File: config.mk
export PLATFORM = sky130hd
export DESIGN_NAME = ext_trigger_acq_sequencer
export DESIGN_NICKNAME = d
export VERILOG_FILES = /design/src/verilog/ext_trig_pkg.sv /design/src/verilog/acq_strobe_gen.sv /design/src/verilog/axil_reg_port.sv /design/src/verilog/ext_trigger_acq_sequencer.sv
export VERILOG_INCLUDE_DIRS = /design/src /design/src/verilog
export SDC_FILE = /design/constraint.sdc
export NUM_CORES = 2
export LEC_CHECK = 0
export ABC_AREA = 1
export BUFFER_PORTS_ARGS = -buffer_cell sky130_fd_sc_hd__buf_2
export CELL_PAD_IN_SITES_DETAIL_PLACEMENT = 0
export CELL_PAD_IN_SITES_GLOBAL_PLACEMENT = 1
export CORE_MARGIN = 3
export CORE_UTILIZATION = 30
export CTS_BUF_LIST = sky130_fd_sc_hd__clkbuf_8
export DETAILED_ROUTE_END_ITERATION = 7
export PLACE_DENSITY = 0.63
export SETUP_SLACK_MARGIN = 0.2
export SYNTH_ARGS = -nofsm -noshare
export SYNTH_HDL_FRONTEND = slang
export SYNTH_SLANG_ARGS = --single-unit
File: constraint.sdc
create_clock -name i_sys_clk -period 23.1 [get_ports i_sys_clk]
set_input_delay 2.31 -clock i_sys_clk [delete_from_list [all_inputs] [get_ports i_sys_clk]]
set_output_delay 2.31 -clock i_sys_clk [all_outputs]
set_load 0.005 [all_outputs]
File: src/verilog/ext_trig_regs.svh
// Register offsets, field positions, reset values and timing counts
// Assumes a 200 MHz system clock and an 8-bit AXI4-Lite byte address
`ifndef EXT_TRIG_REGS_SVH
`define EXT_TRIG_REGS_SVH

`define CLK_PERIOD_NS 5
`define CYC_PER_US (1000 / `CLK_PERIOD_NS)

`define ETRG_DLY_MIN_NS 20
`define ETRG_DLY_MAX_NS 30
`define ETRG_DLY_CYC ((`ETRG_DLY_MIN_NS + `CLK_PERIOD_NS - 1) / `CLK_PERIOD_NS)
`define EDGE_MIN_HIGH_NS 10

`define ACQ_DLY_MAX_US 335500
`define STROBE_MAX_US 10000000

`define LVL_BUSY1_US 1
`define LVL_BUSY1_CYC (`LVL_BUSY1_US * `CYC_PER_US)
`define LVL_BUSY2_US 218
`define LVL_PULSE_MIN_US 220
`define LVL_PULSE_MAX_US 6000000

`define EDGE_A_BUSY1_US 3706
`define EDGE_A_BUSY2_US 3706
`define EDGE_A_INTEG_MIN_US 3800
`define EDGE_A_INTEG_MAX_US 10000000
`define EDGE_B_BUSY1_NS 15
`define EDGE_B_BUSY1_CYC ((`EDGE_B_BUSY1_NS + `CLK_PERIOD_NS - 1) / `CLK_PERIOD_NS)
`define EDGE_B_BUSY2_US 4977
`define EDGE_B_INTEG_MIN_US 7200
`define EDGE_B_INTEG_MAX_US 5000000

`define REG_CTRL 8'h00
`define REG_ACQ_DELAY 8'h04
`define REG_INTEG_TIME 8'h08
`define REG_SS_DELAY 8'h0c
`define REG_SS_WIDTH 8'h10
`define REG_CS_PERIOD 8'h14
`define REG_CS_OFF 8'h18
`define REG_STATUS 8'h1c
`define REG_IRQ_STATUS 8'h20
`define REG_IRQ_MASK 8'h24
`define REG_PULSE_WIDTH 8'h28

`define CTRL_EN_BIT 0
`define CTRL_LEVEL_BIT 1
`define STAT_BUSY_BIT 0
`define STAT_INTEG_BIT 1
`define STAT_ERR_BIT 2
`define IRQ_TRIG_BIT 0
`define IRQ_INTEG_BIT 1
`define IRQ_DONE_BIT 2
`define IRQ_WIDTH_ERR_BIT 3

`define CTRL_RST 32'h00000000
`define INTEG_RST 32'h00000ed8
`define ZERO_RST 32'h00000000

`endif

File: src/verilog/ext_trig_pkg.sv
// Types shared by the acquisition sequencer and its helpers
// Offsets and counts live in ext_trig_regs.svh
package ext_trig_pkg;
`include "ext_trig_regs.svh"

   typedef enum logic {TRIG_EDGE, TRIG_LEVEL} trig_mode_t;

   typedef struct packed {
      logic valid;
      logic [7:0] addr;
      logic [31:0] data;
      logic [3:0] strb;
   } reg_wr_t;

   typedef struct packed {
      logic [31:0] ss_delay;
      logic [31:0] ss_width;
      logic [31:0] cs_period;
      logic [31:0] cs_off;
      logic cs_on;
   } strobe_cfg_t;

   function automatic logic reg_mapped(input logic [7:0] a);
      return a inside {`REG_CTRL, `REG_ACQ_DELAY, `REG_INTEG_TIME,
         `REG_SS_DELAY, `REG_SS_WIDTH, `REG_CS_PERIOD, `REG_CS_OFF,
         `REG_STATUS, `REG_IRQ_STATUS, `REG_IRQ_MASK, `REG_PULSE_WIDTH};
   endfunction
endpackage

File: src/verilog/acq_strobe_gen.sv
// Single and continuous strobe generators for one acquisition cycle
// Assumes event and integration pulses come from the sequencer
`timescale 1ns/100ps
module acq_strobe_gen (
   input wire logic i_sys_clk,
   input wire logic i_sys_rst,
   input wire logic i_event,
   input wire logic i_integ_start,
   input wire logic i_integ_end,
   input wire logic i_full_only,
   input wire logic [31:0] i_rem,
   input wire ext_trig_pkg::strobe_cfg_t i_cfg,
   output logic o_single_strobe,
   output logic o_cont_strobe
);
   logic ss_arm;
   logic [32:0] ss_cnt;
   logic cs_run;
   logic [31:0] pcnt;

   wire logic [32:0] ss_start = {1'b0, i_cfg.ss_delay};
   wire logic [32:0] ss_stop = ss_start + {1'b0, i_cfg.ss_width};
   // Delay runs from the trigger event, width sets the pulse
   wire logic next_ss_arm = i_event |
      (ss_arm & ~i_integ_end & (ss_cnt < ss_stop));
   wire logic [32:0] next_ss_cnt = i_event ? 33'h000000000 : ss_cnt + 33'h1;
   wire logic next_single = next_ss_arm & (next_ss_cnt >= ss_start) &
      (next_ss_cnt < ss_stop);

   wire logic cs_wrap = pcnt == i_cfg.cs_period - 32'h1;
   // Edge mode only starts a period that fits entirely
   wire logic cs_more = ~i_full_only | (i_rem > i_cfg.cs_period);
   wire logic next_cs_run = i_integ_start ? i_cfg.cs_on :
      (cs_run & ~i_integ_end & (~cs_wrap | cs_more));
   wire logic [31:0] next_pcnt = (i_integ_start | cs_wrap) ? 32'h00000000 :
      pcnt + 32'h1;
   // High for period minus off time, then low for the off time
   wire logic [31:0] cs_high = i_cfg.cs_period - i_cfg.cs_off;
   wire logic next_cont = next_cs_run & (next_pcnt < cs_high);

   always_ff @(posedge i_sys_clk or posedge i_sys_rst) begin
      if (i_sys_rst) begin
         ss_arm <= 1'b0;
         ss_cnt <= 33'h000000000;
         cs_run <= 1'b0;
         pcnt <= 32'h00000000;
         o_single_strobe <= 1'b0;
         o_cont_strobe <= 1'b0;
      end else begin
         ss_arm <= next_ss_arm;
         ss_cnt <= next_ss_cnt;
         cs_run <= next_cs_run;
         pcnt <= next_pcnt;
         o_single_strobe <= next_single;
         o_cont_strobe <= next_cont;
      end
   end
endmodule

File: src/verilog/axil_reg_port.sv
// AXI4-Lite slave front end: one write and one read in flight
// Assumes read data from the register file is combinational on o_rd_addr
`timescale 1ns/100ps
module axil_reg_port (
   input wire logic i_sys_clk,
   input wire logic i_sys_rst,
   input wire logic [7:0] i_awaddr,
   input wire logic i_awvalid,
   output logic o_awready,
   input wire logic [31:0] i_wdata,
   input wire logic [3:0] i_wstrb,
   input wire logic i_wvalid,
   output logic o_wready,
   output logic [1:0] o_bresp,
   output logic o_bvalid,
   input wire logic i_bready,
   input wire logic [7:0] i_araddr,
   input wire logic i_arvalid,
   output logic o_arready,
   output logic [31:0] o_rdata,
   output logic [1:0] o_rresp,
   output logic o_rvalid,
   input wire logic i_rready,
   output ext_trig_pkg::reg_wr_t o_wr,
   output logic [7:0] o_rd_addr,
   input wire logic [31:0] i_rd_data
);
   logic aw_full;
   logic w_full;
   logic [7:0] aw_addr;
   logic [31:0] w_data;
   logic [3:0] w_strb;

   wire logic aw_take = i_awvalid & o_awready;
   wire logic w_take = i_wvalid & o_wready;
   wire logic issue = aw_full & w_full & ~o_bvalid;
   wire logic ar_take = i_arvalid & o_arready;
   wire logic aw_ok = ext_trig_pkg::reg_mapped(aw_addr);
   wire logic ar_ok = ext_trig_pkg::reg_mapped(i_araddr);

   assign o_rd_addr = i_araddr;

   always_ff @(posedge i_sys_clk or posedge i_sys_rst) begin
      if (i_sys_rst) begin
         aw_full <= 1'b0;
         w_full <= 1'b0;
         aw_addr <= 8'h00;
         w_data <= 32'h00000000;
         w_strb <= 4'h0;
         o_awready <= 1'b1;
         o_wready <= 1'b1;
         o_bvalid <= 1'b0;
         o_bresp <= 2'h0;
         o_wr <= '0;
      end else begin
         o_wr.valid <= issue;
         if (aw_take) begin
            aw_full <= 1'b1;
            aw_addr <= i_awaddr;
            o_awready <= 1'b0;
         end
         if (w_take) begin
            w_full <= 1'b1;
            w_data <= i_wdata;
            w_strb <= i_wstrb;
            o_wready <= 1'b0;
         end
         if (issue) begin
            aw_full <= 1'b0;
            w_full <= 1'b0;
            o_wr.addr <= aw_addr;
            o_wr.data <= w_data;
            o_wr.strb <= aw_ok ? w_strb : 4'h0;
            o_bvalid <= 1'b1;
            o_bresp <= aw_ok ? 2'h0 : 2'h2;
         end
         if (o_bvalid & i_bready) begin
            o_bvalid <= 1'b0;
            o_awready <= 1'b1;
            o_wready <= 1'b1;
         end
      end
   end

   always_ff @(posedge i_sys_clk or posedge i_sys_rst) begin
      if (i_sys_rst) begin
         o_arready <= 1'b1;
         o_rvalid <= 1'b0;
         o_rdata <= 32'h00000000;
         o_rresp <= 2'h0;
      end else if (ar_take) begin
         o_arready <= 1'b0;
         o_rvalid <= 1'b1;
         o_rdata <= ar_ok ? i_rd_data : 32'h00000000;
         o_rresp <= ar_ok ? 2'h0 : 2'h2;
      end else if (o_rvalid & i_rready) begin
         o_rvalid <= 1'b0;
         o_arready <= 1'b1;
      end
   end
endmodule

File: src/verilog/ext_trigger_acq_sequencer.sv
// Acquisition-cycle sequencer for edge and level external trigger modes
// Assumes i_ext_trig is synchronous to i_sys_clk; AXI4-Lite register access
`timescale 1ns/100ps
`include "ext_trig_regs.svh"
module ext_trigger_acq_sequencer #(
   parameter logic EDGE_VARIANT_B = 1'b0,
   parameter logic [31:0] EDGE_A_BUSY1_CYC =
      32'(`EDGE_A_BUSY1_US * `CYC_PER_US),
   parameter logic [31:0] EDGE_A_BUSY2_CYC =
      32'(`EDGE_A_BUSY2_US * `CYC_PER_US),
   parameter logic [31:0] EDGE_B_BUSY2_CYC =
      32'(`EDGE_B_BUSY2_US * `CYC_PER_US),
   parameter logic [31:0] LVL_BUSY2_CYC = 32'(`LVL_BUSY2_US * `CYC_PER_US),
   parameter logic [31:0] LVL_PULSE_MIN_CYC =
      32'(`LVL_PULSE_MIN_US * `CYC_PER_US)
) (
   input wire logic i_sys_clk,
   input wire logic i_sys_rst,
   input wire logic i_ext_trig,
   input wire logic [7:0] i_awaddr,
   input wire logic i_awvalid,
   output logic o_awready,
   input wire logic [31:0] i_wdata,
   input wire logic [3:0] i_wstrb,
   input wire logic i_wvalid,
   output logic o_wready,
   output logic [1:0] o_bresp,
   output logic o_bvalid,
   input wire logic i_bready,
   input wire logic [7:0] i_araddr,
   input wire logic i_arvalid,
   output logic o_arready,
   output logic [31:0] o_rdata,
   output logic [1:0] o_rresp,
   output logic o_rvalid,
   input wire logic i_rready,
   output logic o_single_strobe,
   output logic o_cont_strobe,
   output logic o_integrating,
   output logic o_busy,
   output logic o_acq_error,
   output logic o_irq
);
   typedef enum logic [2:0] {
      S_IDLE, S_TRIG_DLY, S_BUSY1, S_ACQ_DLY, S_INTEG, S_BUSY2
   } seq_state_t;

   function automatic logic [31:0] us_to_cyc(input logic [31:0] us);
      return 32'(us * `CYC_PER_US);
   endfunction

   function automatic logic [31:0] merge(input logic [31:0] old,
      input logic [31:0] data, input logic [3:0] strb);
      logic [31:0] m;
      m = {{8{strb[3]}}, {8{strb[2]}}, {8{strb[1]}}, {8{strb[0]}}};
      return (old & ~m) | (data & m);
   endfunction

   function automatic logic [31:0] clamp(input logic [31:0] v,
      input logic [31:0] lo, input logic [31:0] hi);
      return (v < lo) ? lo : ((v > hi) ? hi : v);
   endfunction

   ext_trig_pkg::reg_wr_t wr;
   logic [7:0] rd_addr;
   logic [31:0] rd_data;

   logic [31:0] ctrl;
   logic [31:0] acq_us;
   logic [31:0] integ_us;
   logic [31:0] ssd_us;
   logic [31:0] ssw_us;
   logic [31:0] csp_us;
   logic [31:0] cso_us;
   logic [3:0] irq_st;
   logic [3:0] irq_mask;

   seq_state_t state;
   seq_state_t next_state;
   logic [31:0] cnt;
   logic [31:0] cur_len;
   ext_trig_pkg::trig_mode_t run_mode;
   logic [31:0] acq_len;
   logic [31:0] integ_len;
   ext_trig_pkg::strobe_cfg_t cfg;
   logic trig_q;
   logic pulse_on;
   logic [31:0] wcnt;

   axil_reg_port u_axil (
      .i_sys_clk(i_sys_clk),
      .i_sys_rst(i_sys_rst),
      .i_awaddr(i_awaddr),
      .i_awvalid(i_awvalid),
      .o_awready(o_awready),
      .i_wdata(i_wdata),
      .i_wstrb(i_wstrb),
      .i_wvalid(i_wvalid),
      .o_wready(o_wready),
      .o_bresp(o_bresp),
      .o_bvalid(o_bvalid),
      .i_bready(i_bready),
      .i_araddr(i_araddr),
      .i_arvalid(i_arvalid),
      .o_arready(o_arready),
      .o_rdata(o_rdata),
      .o_rresp(o_rresp),
      .o_rvalid(o_rvalid),
      .i_rready(i_rready),
      .o_wr(wr),
      .o_rd_addr(rd_addr),
      .i_rd_data(rd_data)
   );

   // Register write decode
   wire logic wr_ctrl = wr.valid && wr.addr == `REG_CTRL;
   wire logic wr_acq = wr.valid && wr.addr == `REG_ACQ_DELAY;
   wire logic wr_integ = wr.valid && wr.addr == `REG_INTEG_TIME;
   wire logic wr_ssd = wr.valid && wr.addr == `REG_SS_DELAY;
   wire logic wr_ssw = wr.valid && wr.addr == `REG_SS_WIDTH;
   wire logic wr_csp = wr.valid && wr.addr == `REG_CS_PERIOD;
   wire logic wr_cso = wr.valid && wr.addr == `REG_CS_OFF;
   wire logic wr_ist = wr.valid && wr.addr == `REG_IRQ_STATUS;
   wire logic wr_imask = wr.valid && wr.addr == `REG_IRQ_MASK;

   wire logic [31:0] integ_min = EDGE_VARIANT_B ?
      32'(`EDGE_B_INTEG_MIN_US) : 32'(`EDGE_A_INTEG_MIN_US);
   wire logic [31:0] integ_max = EDGE_VARIANT_B ?
      32'(`EDGE_B_INTEG_MAX_US) : 32'(`EDGE_A_INTEG_MAX_US);
   wire logic [31:0] strobe_max = 32'(`STROBE_MAX_US);
   // Clamping keeps every microsecond value inside a 32-bit cycle count
   wire logic [31:0] new_acq = clamp(merge(acq_us, wr.data, wr.strb),
      32'h00000000, 32'(`ACQ_DLY_MAX_US));
   wire logic [31:0] new_integ = clamp(merge(integ_us, wr.data, wr.strb),
      integ_min, integ_max);
   wire logic [31:0] new_ssd = clamp(merge(ssd_us, wr.data, wr.strb),
      32'h00000000, strobe_max);
   wire logic [31:0] new_ssw = clamp(merge(ssw_us, wr.data, wr.strb),
      32'h00000000, strobe_max);
   wire logic [31:0] new_csp = clamp(merge(csp_us, wr.data, wr.strb),
      32'h00000000, strobe_max);
   wire logic [31:0] new_cso = clamp(merge(cso_us, wr.data, wr.strb),
      32'h00000000, csp_us);
   wire logic [31:0] ist_clr = merge(32'h00000000, wr.data, wr.strb);

   wire logic enable = ctrl[`CTRL_EN_BIT];
   wire ext_trig_pkg::trig_mode_t mode = ctrl[`CTRL_LEVEL_BIT] ?
      ext_trig_pkg::TRIG_LEVEL : ext_trig_pkg::TRIG_EDGE;
   wire logic lvl_run = run_mode == ext_trig_pkg::TRIG_LEVEL;

   // Edges arriving mid-cycle are ignored; only an idle sequencer starts
   wire logic rise = i_ext_trig & ~trig_q;
   wire logic start = enable && state == S_IDLE && rise;

   wire logic [31:0] busy1_len = lvl_run ? 32'(`LVL_BUSY1_CYC) :
      (EDGE_VARIANT_B ? 32'(`EDGE_B_BUSY1_CYC) : EDGE_A_BUSY1_CYC);
   wire logic [31:0] busy2_len = lvl_run ? LVL_BUSY2_CYC :
      (EDGE_VARIANT_B ? EDGE_B_BUSY2_CYC : EDGE_A_BUSY2_CYC);

   assign cur_len = (state == S_TRIG_DLY) ? 32'(`ETRG_DLY_CYC) :
      (state == S_BUSY1) ? busy1_len :
      (state == S_ACQ_DLY) ? acq_len :
      (state == S_INTEG) ? integ_len : busy2_len;
   wire logic done = cnt + 32'h1 >= cur_len;
   // Level mode waits for the pulse to fall, then matches its length
   wire logic integ_done = lvl_run ?
      (~pulse_on && cnt + 32'h1 >= wcnt) : done;

   always_comb begin
      next_state = state;
      unique case (state)
         S_IDLE: if (start) next_state = S_TRIG_DLY;
         S_TRIG_DLY: if (done) next_state = S_BUSY1;
         S_BUSY1: if (done) begin
            next_state = (acq_len != 32'h00000000) ? S_ACQ_DLY : S_INTEG;
         end
         S_ACQ_DLY: if (done) next_state = S_INTEG;
         S_INTEG: if (integ_done) next_state = S_BUSY2;
         S_BUSY2: if (done) next_state = S_IDLE;
      endcase
      if (!enable) next_state = S_IDLE;
   end

   wire logic [31:0] next_cnt = (next_state != state) ? 32'h00000000 :
      cnt + 32'h1;
   wire logic ev_trig = state == S_TRIG_DLY && next_state == S_BUSY1;
   wire logic integ_start = state != S_INTEG && next_state == S_INTEG;
   wire logic integ_end = state == S_INTEG && next_state != S_INTEG;
   wire logic cycle_done = state == S_BUSY2 && next_state == S_IDLE;
   wire logic [31:0] rem = integ_len - cnt;

   wire logic pulse_fall = pulse_on & ~i_ext_trig;
   wire logic width_err = pulse_fall && wcnt < LVL_PULSE_MIN_CYC;

   // Program values are snapshotted at the trigger so rewrites mid-cycle
   // cannot tear a running acquisition
   wire logic [31:0] csp_cyc = us_to_cyc(csp_us);
   wire logic [31:0] integ_cyc = us_to_cyc(integ_us);
   wire logic cs_ok = csp_us != 32'h00000000 &&
      (mode == ext_trig_pkg::TRIG_LEVEL || csp_cyc < integ_cyc);
   wire ext_trig_pkg::strobe_cfg_t next_cfg = '{
      ss_delay: us_to_cyc(ssd_us),
      ss_width: us_to_cyc(ssw_us),
      cs_period: csp_cyc,
      cs_off: us_to_cyc(cso_us),
      cs_on: cs_ok
   };

   wire logic [3:0] irq_set;
   assign irq_set[`IRQ_TRIG_BIT] = ev_trig;
   assign irq_set[`IRQ_INTEG_BIT] = integ_end;
   assign irq_set[`IRQ_DONE_BIT] = cycle_done;
   assign irq_set[`IRQ_WIDTH_ERR_BIT] = width_err;
   // A set in the same cycle as its clear survives
   wire logic [3:0] next_irq_st = (irq_st & ~(wr_ist ? ist_clr[3:0] : 4'h0))
      | irq_set;

   wire logic [31:0] status = {29'h00000000, o_acq_error, o_integrating,
      o_busy};
   assign rd_data = (rd_addr == `REG_CTRL) ? ctrl :
      (rd_addr == `REG_ACQ_DELAY) ? acq_us :
      (rd_addr == `REG_INTEG_TIME) ? integ_us :
      (rd_addr == `REG_SS_DELAY) ? ssd_us :
      (rd_addr == `REG_SS_WIDTH) ? ssw_us :
      (rd_addr == `REG_CS_PERIOD) ? csp_us :
      (rd_addr == `REG_CS_OFF) ? cso_us :
      (rd_addr == `REG_STATUS) ? status :
      (rd_addr == `REG_IRQ_STATUS) ? {28'h0000000, irq_st} :
      (rd_addr == `REG_IRQ_MASK) ? {28'h0000000, irq_mask} :
      (rd_addr == `REG_PULSE_WIDTH) ? wcnt : 32'h00000000;

   always_ff @(posedge i_sys_clk or posedge i_sys_rst) begin
      if (i_sys_rst) begin
         ctrl <= `CTRL_RST;
         acq_us <= `ZERO_RST;
         integ_us <= `INTEG_RST;
         ssd_us <= `ZERO_RST;
         ssw_us <= `ZERO_RST;
         csp_us <= `ZERO_RST;
         cso_us <= `ZERO_RST;
         irq_mask <= 4'h0;
      end else begin
         if (wr_ctrl) ctrl <= merge(ctrl, wr.data, wr.strb) & 32'h00000003;
         if (wr_acq) acq_us <= new_acq;
         if (wr_integ) integ_us <= new_integ;
         if (wr_ssd) ssd_us <= new_ssd;
         if (wr_ssw) ssw_us <= new_ssw;
         if (wr_csp) csp_us <= new_csp;
         if (wr_cso) cso_us <= new_cso;
         if (wr_imask) irq_mask <= ist_clr[3:0];
      end
   end

   always_ff @(posedge i_sys_clk or posedge i_sys_rst) begin
      if (i_sys_rst) begin
         state <= S_IDLE;
         cnt <= 32'h00000000;
         trig_q <= 1'b0;
         o_busy <= 1'b0;
         o_integrating <= 1'b0;
         irq_st <= 4'h0;
         o_irq <= 1'b0;
      end else begin
         state <= next_state;
         cnt <= next_cnt;
         trig_q <= i_ext_trig;
         o_busy <= next_state != S_IDLE;
         o_integrating <= next_state == S_INTEG;
         irq_st <= next_irq_st;
         o_irq <= |(next_irq_st & irq_mask);
      end
   end

   always_ff @(posedge i_sys_clk or posedge i_sys_rst) begin
      if (i_sys_rst) begin
         run_mode <= ext_trig_pkg::TRIG_EDGE;
         acq_len <= 32'h00000000;
         integ_len <= 32'h00000000;
         cfg <= '0;
      end else if (start) begin
         run_mode <= mode;
         acq_len <= us_to_cyc(acq_us);
         integ_len <= integ_cyc;
         cfg <= next_cfg;
      end
   end

   // Pulse width is measured from the rising edge; the flag marks the
   // spectrum of this cycle as zeroed until the next trigger
   always_ff @(posedge i_sys_clk or posedge i_sys_rst) begin
      if (i_sys_rst) begin
         pulse_on <= 1'b0;
         wcnt <= 32'h00000000;
         o_acq_error <= 1'b0;
      end else begin
         if (start && mode == ext_trig_pkg::TRIG_LEVEL) begin
            pulse_on <= 1'b1;
            wcnt <= 32'h00000001;
         end else if (pulse_fall || !enable) begin
            pulse_on <= 1'b0;
         end else if (pulse_on && wcnt != 32'hffffffff) begin
            wcnt <= wcnt + 32'h1;
         end
         if (start) o_acq_error <= 1'b0;
         else if (width_err) o_acq_error <= 1'b1;
      end
   end

   acq_strobe_gen u_strobe (
      .i_sys_clk(i_sys_clk),
      .i_sys_rst(i_sys_rst),
      .i_event(ev_trig),
      .i_integ_start(integ_start),
      .i_integ_end(integ_end),
      .i_full_only(~lvl_run),
      .i_rem(rem),
      .i_cfg(cfg),
      .o_single_strobe(o_single_strobe),
      .o_cont_strobe(o_cont_strobe)
   );
endmodule
==> After elaboration in Yosys (flattened, before gate mapping) <==
Index checks and enable logic that the tools add are counted.
{ "word_totals": {"regBits": 652, "in_bits": 60, "out_inout_bits": 47, "word_cells": 285} }
{ "op_classes": {"addsub": 8, "n_mul": 6, "n_lt_le_gt_ge": 21, "eq_ne": 41, "muxes": 70, "n_bitwise": 46, "n_reduce_logical": 44} }
{ "op_table": {"columns": ["op", "count"], "rows": [
  ["$mux W32", 33],
  ["$and A32 B32 Y32", 7],
  ["$mul A32 B5 Y29 const B", 6],
  ["$or A32 B32 Y32", 6],
  ["$lt A32 B1 Y1 const B", 5],
  ["$gt A32 B24 Y1 const B", 4],
  ["$add A32 B1 Y32 const B", 3],
  ["$eq A8 B5 Y1 const B", 11],
  ["$lt A33 B33 Y1", 2],
  ["$eq A8 B6 Y1 const B", 8],
  ["$ge A32 B32 Y1", 2],
  ["$gt A32 B32 Y1", 2],
  ["$lt A32 B32 Y1", 2],
  ["$reduce_bool A32 Y1", 2],
  ["$sub A32 B32 Y32", 2],
  ["$eq A8 B4 Y1 const B", 6],
  ["$mux W20", 2],
  ["$add A32 B32 Y33", 1],
  ["$add A33 B1 Y33 const B", 1],
  ["$ge A33 B32 Y1", 1],
  ["$mux W33", 1],
  ["$eq A32 B32 Y1", 1],
  ["$gt A32 B19 Y1 const B", 1],
  ["$lt A32 B12 Y1 const B", 1],
  ["34 further kinds", 126]
]} }

==> Depth between registers and ports, before layout <==
{ "depth": {"word_depth": 18, "mapped_depth": 49, "mapped_depth_nobuf": 47} }

==> Hierarchy <==
A second synthesis with hierarchy kept.
{ "hier_totals": {"cells_unflattened": 8069, "hier_area_um2": 60005.0} }
{ "by_module_without_submodules": {"columns": ["mod", "instances", "cells_per_inst", "area_per_inst_um2", "seq_area_each_um2"], "rows": [
  ["ext_trigger_acq_sequencer", 1, 5729, 42918.7, 11294.6],
  ["acq_strobe_gen", 1, 1743, 11696.2, 1726.7],
  ["axil_reg_port", 1, 597, 5390.2, 3256.9]
]} }

==> Least setup slack after synthesis <==
No wires, ideal clock.
{ "synth_path": {"path_kind": "reg-to-reg", "start": "register cnt[0]", "end": "register u_strobe.o_single_strobe", "setup_ns": 0.118, "t_arrival_ns": 5.283, "required_time_ns": 22.982, "setup_slack_ns": 17.699, "stages_incl_launch_ff": 47, "n_path_buf": 2, "path_cell_list": "dfrtp_1 > ha_1 > nand2_1 > nor2_1 > inv_1 > nor2_1 > nand2_1 > nor2_1 > nand3_1 > nor3_2 > nand2_1 > nor2_1 > nand3_1 > nor3_1 > nand3_1 > nand2_1 > inv_1 > ha_1 > (+11 left out) > buf_1 > nand3_1 > inv_1 > ha_1 > nand2_1 > inv_1 > o21ai_0 > a21oi_1 > a2111oi_0 > nand2_1 > a21oi_1 > nand2_1 > nand2_1 > nand2_1 > nand2_1 > nand2_1 > nand2_1 > nor2_1"} }
{ "synth_between": {"elab_cells_between_ends": 25, "cone_classes": "1 x add/sub; 4 x order compare; 2 x eq/ne; 9 x mux; 6 x bitwise; 3 x reduce/logical"} }
{ "synth_lines": {"columns": ["item", "line_no", "rtl"], "rows": [
  ["from (decl)", "ext_trigger_acq_sequencer.sv:80", "logic [31:0] cnt;"],
  ["from (signal assigned)", "ext_trigger_acq_sequencer.sv:265", "cnt <= next_cnt;"],
  ["$add A32 B1 Y32 *", "ext_trigger_acq_sequencer.sv:164, ext_trigger_acq_sequencer.sv:167", null],
  ["$ge A32 B32 Y1", "ext_trigger_acq_sequencer.sv:167", "(~pulse_on && cnt + 32'h1 >= wcnt) : done;"],
  ["$logic_and A1 B1 Y1", "ext_trigger_acq_sequencer.sv:167", null],
  ["$mux W1", "ext_trigger_acq_sequencer.sv:166", "wire logic integ_done = lvl_run ?"],
  ["$mux W3", "ext_trigger_acq_sequencer.sv:178", "S_INTEG: if (integ_done) next_state = S_BUSY2;"],
  ["$pmux W3 S6 *", "ext_trigger_acq_sequencer.sv:171", "unique case (state)"],
  ["$mux W3 *", "ext_trigger_acq_sequencer.sv:181", "if (!enable) next_state = S_IDLE;"],
  ["$eq A3 B2 Y1 *", "ext_trigger_acq_sequencer.sv:186", "wire logic ev_trig = state == S_TRIG_DLY && next_state == S_BUSY1;"],
  ["$logic_and A1 B1 Y1 *", "ext_trigger_acq_sequencer.sv:186", null],
  ["$mux W33 *", "acq_strobe_gen.sv:26", "wire logic [32:0] next_ss_cnt = i_event ? 33'h000000000 : ss_cnt + 33'h1;"],
  ["via u_strobe.next_ss_cnt[18]", "acq_strobe_gen.sv:26", null],
  ["$ge A33 B32 Y1", "acq_strobe_gen.sv:27", "wire logic next_single = next_ss_arm & (next_ss_cnt >= ss_start) &"],
  ["$and A1 B1 Y1", "acq_strobe_gen.sv:27", null],
  ["$and A1 B1 Y1 *", "acq_strobe_gen.sv:27", null],
  ["via u_strobe.next_single", "acq_strobe_gen.sv:27", null],
  ["to (signal assigned)", "acq_strobe_gen.sv:54", "o_single_strobe <= next_single;"],
  ["to (decl)", "acq_strobe_gen.sv:13", "output logic o_single_strobe,"]
]} }
Mark *: on every way through the listed nets, which the timed path passes. The rest lies on a longest branch.
A chain may end at the register's enable or synchronous reset.

==> Final worst setup path <==
{ "layout_path": {"start": "register cnt[0]", "end": "register u_strobe.o_cont_strobe"} }
{ "layout_between": {"elab_cells_between_ends": 28, "cone_classes": "2 x add/sub; 4 x order compare; 2 x eq/ne; 10 x mux; 7 x bitwise; 3 x reduce/logical"} }
{ "layout_lines": {"columns": ["item", "line_no", "rtl"], "rows": [
  ["$add A32 B1 Y32 *", "ext_trigger_acq_sequencer.sv:164, ext_trigger_acq_sequencer.sv:167", null],
  ["$ge A32 B32 Y1", "ext_trigger_acq_sequencer.sv:167", null],
  ["$logic_and A1 B1 Y1", "ext_trigger_acq_sequencer.sv:167", null],
  ["$mux W1", "ext_trigger_acq_sequencer.sv:166", null],
  ["$mux W3", "ext_trigger_acq_sequencer.sv:178", null],
  ["$pmux W3 S6 *", "ext_trigger_acq_sequencer.sv:171", null],
  ["$mux W3 *", "ext_trigger_acq_sequencer.sv:181", null],
  ["via next_state[2]", "ext_trigger_acq_sequencer.sv:79", "seq_state_t next_state;"],
  ["$eq A3 B3 Y1 *", "ext_trigger_acq_sequencer.sv:187", "wire logic integ_start = state != S_INTEG && next_state == S_INTEG;"],
  ["$logic_and A1 B1 Y1 *", "ext_trigger_acq_sequencer.sv:187", null],
  ["$or A1 B1 Y1 *", "acq_strobe_gen.sv:35", "wire logic [31:0] next_pcnt = (i_integ_start | cs_wrap) ? 32'h00000000 :"],
  ["$mux W32 *", "acq_strobe_gen.sv:35", null],
  ["via u_strobe.next_pcnt[17]", "acq_strobe_gen.sv:35", null],
  ["$lt A32 B32 Y1 *", "acq_strobe_gen.sv:39", "wire logic next_cont = next_cs_run & (next_pcnt < cs_high);"],
  ["$and A1 B1 Y1 *", "acq_strobe_gen.sv:39", null],
  ["via u_strobe.next_cont", "acq_strobe_gen.sv:39", null],
  ["to (signal assigned)", "acq_strobe_gen.sv:55", "o_cont_strobe <= next_cont;"],
  ["to (decl)", "acq_strobe_gen.sv:14", "output logic o_cont_strobe"]
]} }
Marked as above.

==> metrics.txt <==
Hold Crit Class=flop to flop; Max Freq=0.143 GHz; Root Buffer Master=clkbuf_8; fin worst setup slack=16110 ps; Async SR Flop Fraction=100%; Net Sw Power=2160 uW; slew at the pin with the worst max-slew slack=1150 ps; worst skew pair latency=910 ps; unrepaired setup endpoints after global routing=false; vias per std cell=5.03; commonest non-fill, non-tap cell in the layout=inv_1; initial antenna violation count=4; layout cells sized above 1=6.45%; max_cap viols=0; largest net degree at the start of global routing=118; #FFs+latches synth=650; clock transition at the registers of the reported paths=50 ps; Place WS=16190 ps; cell count after synthesis=7444; nets=8578; CTS tree=done; final setup vio count=0; origin of the critical flop-to-flop path=cnt[0]; row cnt=159; via count=51.1k; Leakage=0.0331 uW; Post-DP Area=0.0603 mm2; hold depth=2; worst hold endpoint=u_axil.o_wr[20]; postcts setup bufs=0; period utilization=30.3%; critical path fanouts, max=31; number of remaining DRC errors=0; post-CTS sizing=0; average wire per standard cell=21.2 um; Sw Ratio=45.8%; synth warn=0; CTS sink count=650; Data arrival, critical path=7790 ps; num ports=107; worst path required time=23900 ps; Avg Cell Area, Syn=7.64 um2; Flop pwr share=30.3%; R2R setup slack=16110 ps; status=finished, final reports clean; Netlist Area Pre-Place=0.0569 mm2; vias in the first global route=49.8k; Final ANT Viol Nets=0; gr usage total=21.9%; CTS H-tree depth=4; final wirelength=215000 um; die area=0.195 mm2; Placer Congestion=0.939; final hold vios=0; Comb pwr share=42.9%; Startpoint Class=flop; share of total power in the clock network=26.9%; Sum Neg Setup Slack=0 ps; drt initial violations=3984; CTS max path bufs=3; CP Capture Type=flop; P&R area growth vs syn=10.7%; Seq/Total Area, Yosys=28.6%; Primary FF master, synth=dfrtp_1; hold buffers post-CTS=0; Core Util, Final=33.5%; number of synthesized flops with an enable pin=0; die width=442 um; Post-DP HPWL=177000 um; Inst Count DP=9924; PortBufs=104; Worst Hold Launch=u_axil.w_data[16]; Final Slew Violations=0; Core Box Area=0.188 mm2; CTS buffer count=132; Pwr Density=74.9 mW/mm2; clk_skew=59.2 ps; Initial Util=30.2%; final instance count without filler cells=10.2k; Crit Path Class=flop to flop; Slowest Stage Delay on Critical Path=460 ps; Finished Cell Area=0.0630 mm2; TritonRoute pass-1 iters=6; Unique masters post-synth=66; GRT overflow=0; first-pass GRT wire length=320000 um; worst reg2reg endpoint=u_strobe.o_cont_strobe; die span in y=442 um; Pint=2560 uW; Peak VDD IR=0.136 mV; Critical Path Most Common Cell=nand2_1; commonest non-fill, non-tap cells in the layout=inv_1, nand2_1, ha_1; worst reg2reg path depth=35; slowest CP cell=nor4_1; clock period minus final worst setup slack=6990 ps; worst relative slew slack=21.1%
[cells in the mapped netlist, types with 9 or more instances]
| cell | instances | area, um2 |
|---|---|---|
| inv_1 | 1376 | 5160 |
| dfstp_2 | 10 | 263 |
| nor2_2 | 12 | 75.1 |
| xor2_1 | 166 | 1450 |
| nand4_1 | 99 | 619 |
| fa_1 | 140 | 2800 |
| ha_1 | 815 | 10200 |
| nand3_1 | 257 | 1290 |
| o21ai_0 | 550 | 2750 |
| o2111ai_1 | 33 | 289 |
| a22oi_1 | 12 | 90.1 |
| xnor2_1 | 124 | 1090 |
| a21oi_1 | 626 | 3130 |
| nand3b_1 | 12 | 90.1 |
| a211oi_1 | 13 | 97.6 |
| o221ai_1 | 17 | 149 |
| buf_1 | 14 | 52.6 |
| buf_2 | 24 | 120 |
| o21ai_1 | 18 | 90.1 |
| a22o_1 | 9 | 78.8 |
| clkbuf_1 | 123 | 462 |
| a21o_1 | 19 | 143 |
| a31oi_1 | 58 | 363 |
| a221oi_1 | 16 | 140 |
| o31ai_1 | 30 | 225 |
| inv_2 | 25 | 93.8 |
| o211ai_1 | 31 | 233 |
| nor3_1 | 112 | 561 |
| or2_2 | 47 | 294 |
| o21bai_1 | 19 | 143 |
| dfrtp_1 | 640 | 16000 |
| nor2_1 | 452 | 1700 |
| o22ai_1 | 58 | 363 |
| nand2_1 | 1314 | 4930 |
| o21a_1 | 15 | 113 |
| nor4_1 | 60 | 375 |
[per-layer routing]
metal | track usage, % | routed length, um
met5 | 0 | 9
met4 | 7.21 | 7170
met3 | 3.46 | 11700
met2 | 35.0 | 97300
met1 | 30.0 | 99100
[registers in the layout (all words and copies together), names as in the netlist, 4 cells and up, named ones only]
name / count
u_axil.o_rdata: 32
u_axil.w_strb: 4
u_axil.w_data: 32
cnt: 32
irq_mask: 4
cfg: 117
u_axil.aw_addr: 8
integ_us: 32
u_axil.o_wr: 45
irq_st: 4
ssd_us: 32
acq_len: 29
integ_len: 29
u_strobe.pcnt: 32
wcnt: 32
u_strobe.ss_cnt: 33
cso_us: 32
csp_us: 32
ssw_us: 32
acq_us: 32
[cells by family (layout without fill, tap and decap cells)]
logic type | Yosys count | count (layout) | share of synthesized area, %
xor+xnor | 290 | 290 | 4.46
fa+ha+maj | 955 | 955 | 22.8
flops | 650 | 650 | 28.6
simple gates | 2414 | 2414 | 18.3
compound gates | 1560 | 1560 | 15.3
buf+inv | 1574 | 1787 | 10.5
other cells | 1 | 5 | 0.00659
[cell type report]
cell class	instances	area, um2
Fill cell	20558	125000
Timing Repair Buffer	154	908
Tap cell	2495	3120
Antenna cell	3	7.51
Sequential cell	650	16300
Inverter	1404	5280
Clock inverter	63	412
Multi-Input combinational cell	5221	34700
Clock buffer	166	2280
[worst max-delay path, delay by kind of cell (launching register included)]
family                   cells  cell delay [ps]
AO/OA/AOI/OAI                6             1220
AND/OR/NAND/NOR             21             3520
flip-flops                   1              420
adder cells (fa/ha/maj)      3              850
buffers and inverters        4              630
XOR/XNOR                     1              230
[power by group through the flow]
stage	sequential (uW)	combinational [uW]	clock, uW
after floorplan	1370	1330	0
after global placement	1440	1980	0
after detailed placement	1450	1990	0
after CTS	1430	2000	1310
after global routing	1440	2240	1350
final	1430	2020	1270
[stage by stage]
step                      hold slack [ps]  total power, uW
after global placement                457             3420
after detailed placement              455             3440
after CTS                             470             4740
after global routing                  503             5040
final                                 472             4720
after floorplan                       433             2700
[worst max-delay path by stage]
| stage | from | slack (ps) | cells after the start | to |
|---|---|---|---|---|
| floorplan | i_sys_rst | 2590 | 1 | asynchronous set/reset pin |
| global placement | cnt[0] | 16170 | 33 | u_strobe.o_cont_strobe |
| detailed placement | cnt[0] | 16190 | 33 | u_strobe.o_cont_strobe |
| CTS | cnt[0] | 16150 | 33 | u_strobe.o_cont_strobe |
| global route | cnt[0] | 15300 | 33 | u_strobe.o_cont_strobe |
| finish | cnt[0] | 16110 | 35 | u_strobe.o_cont_strobe |
Power figures use the tool's default switching activity.
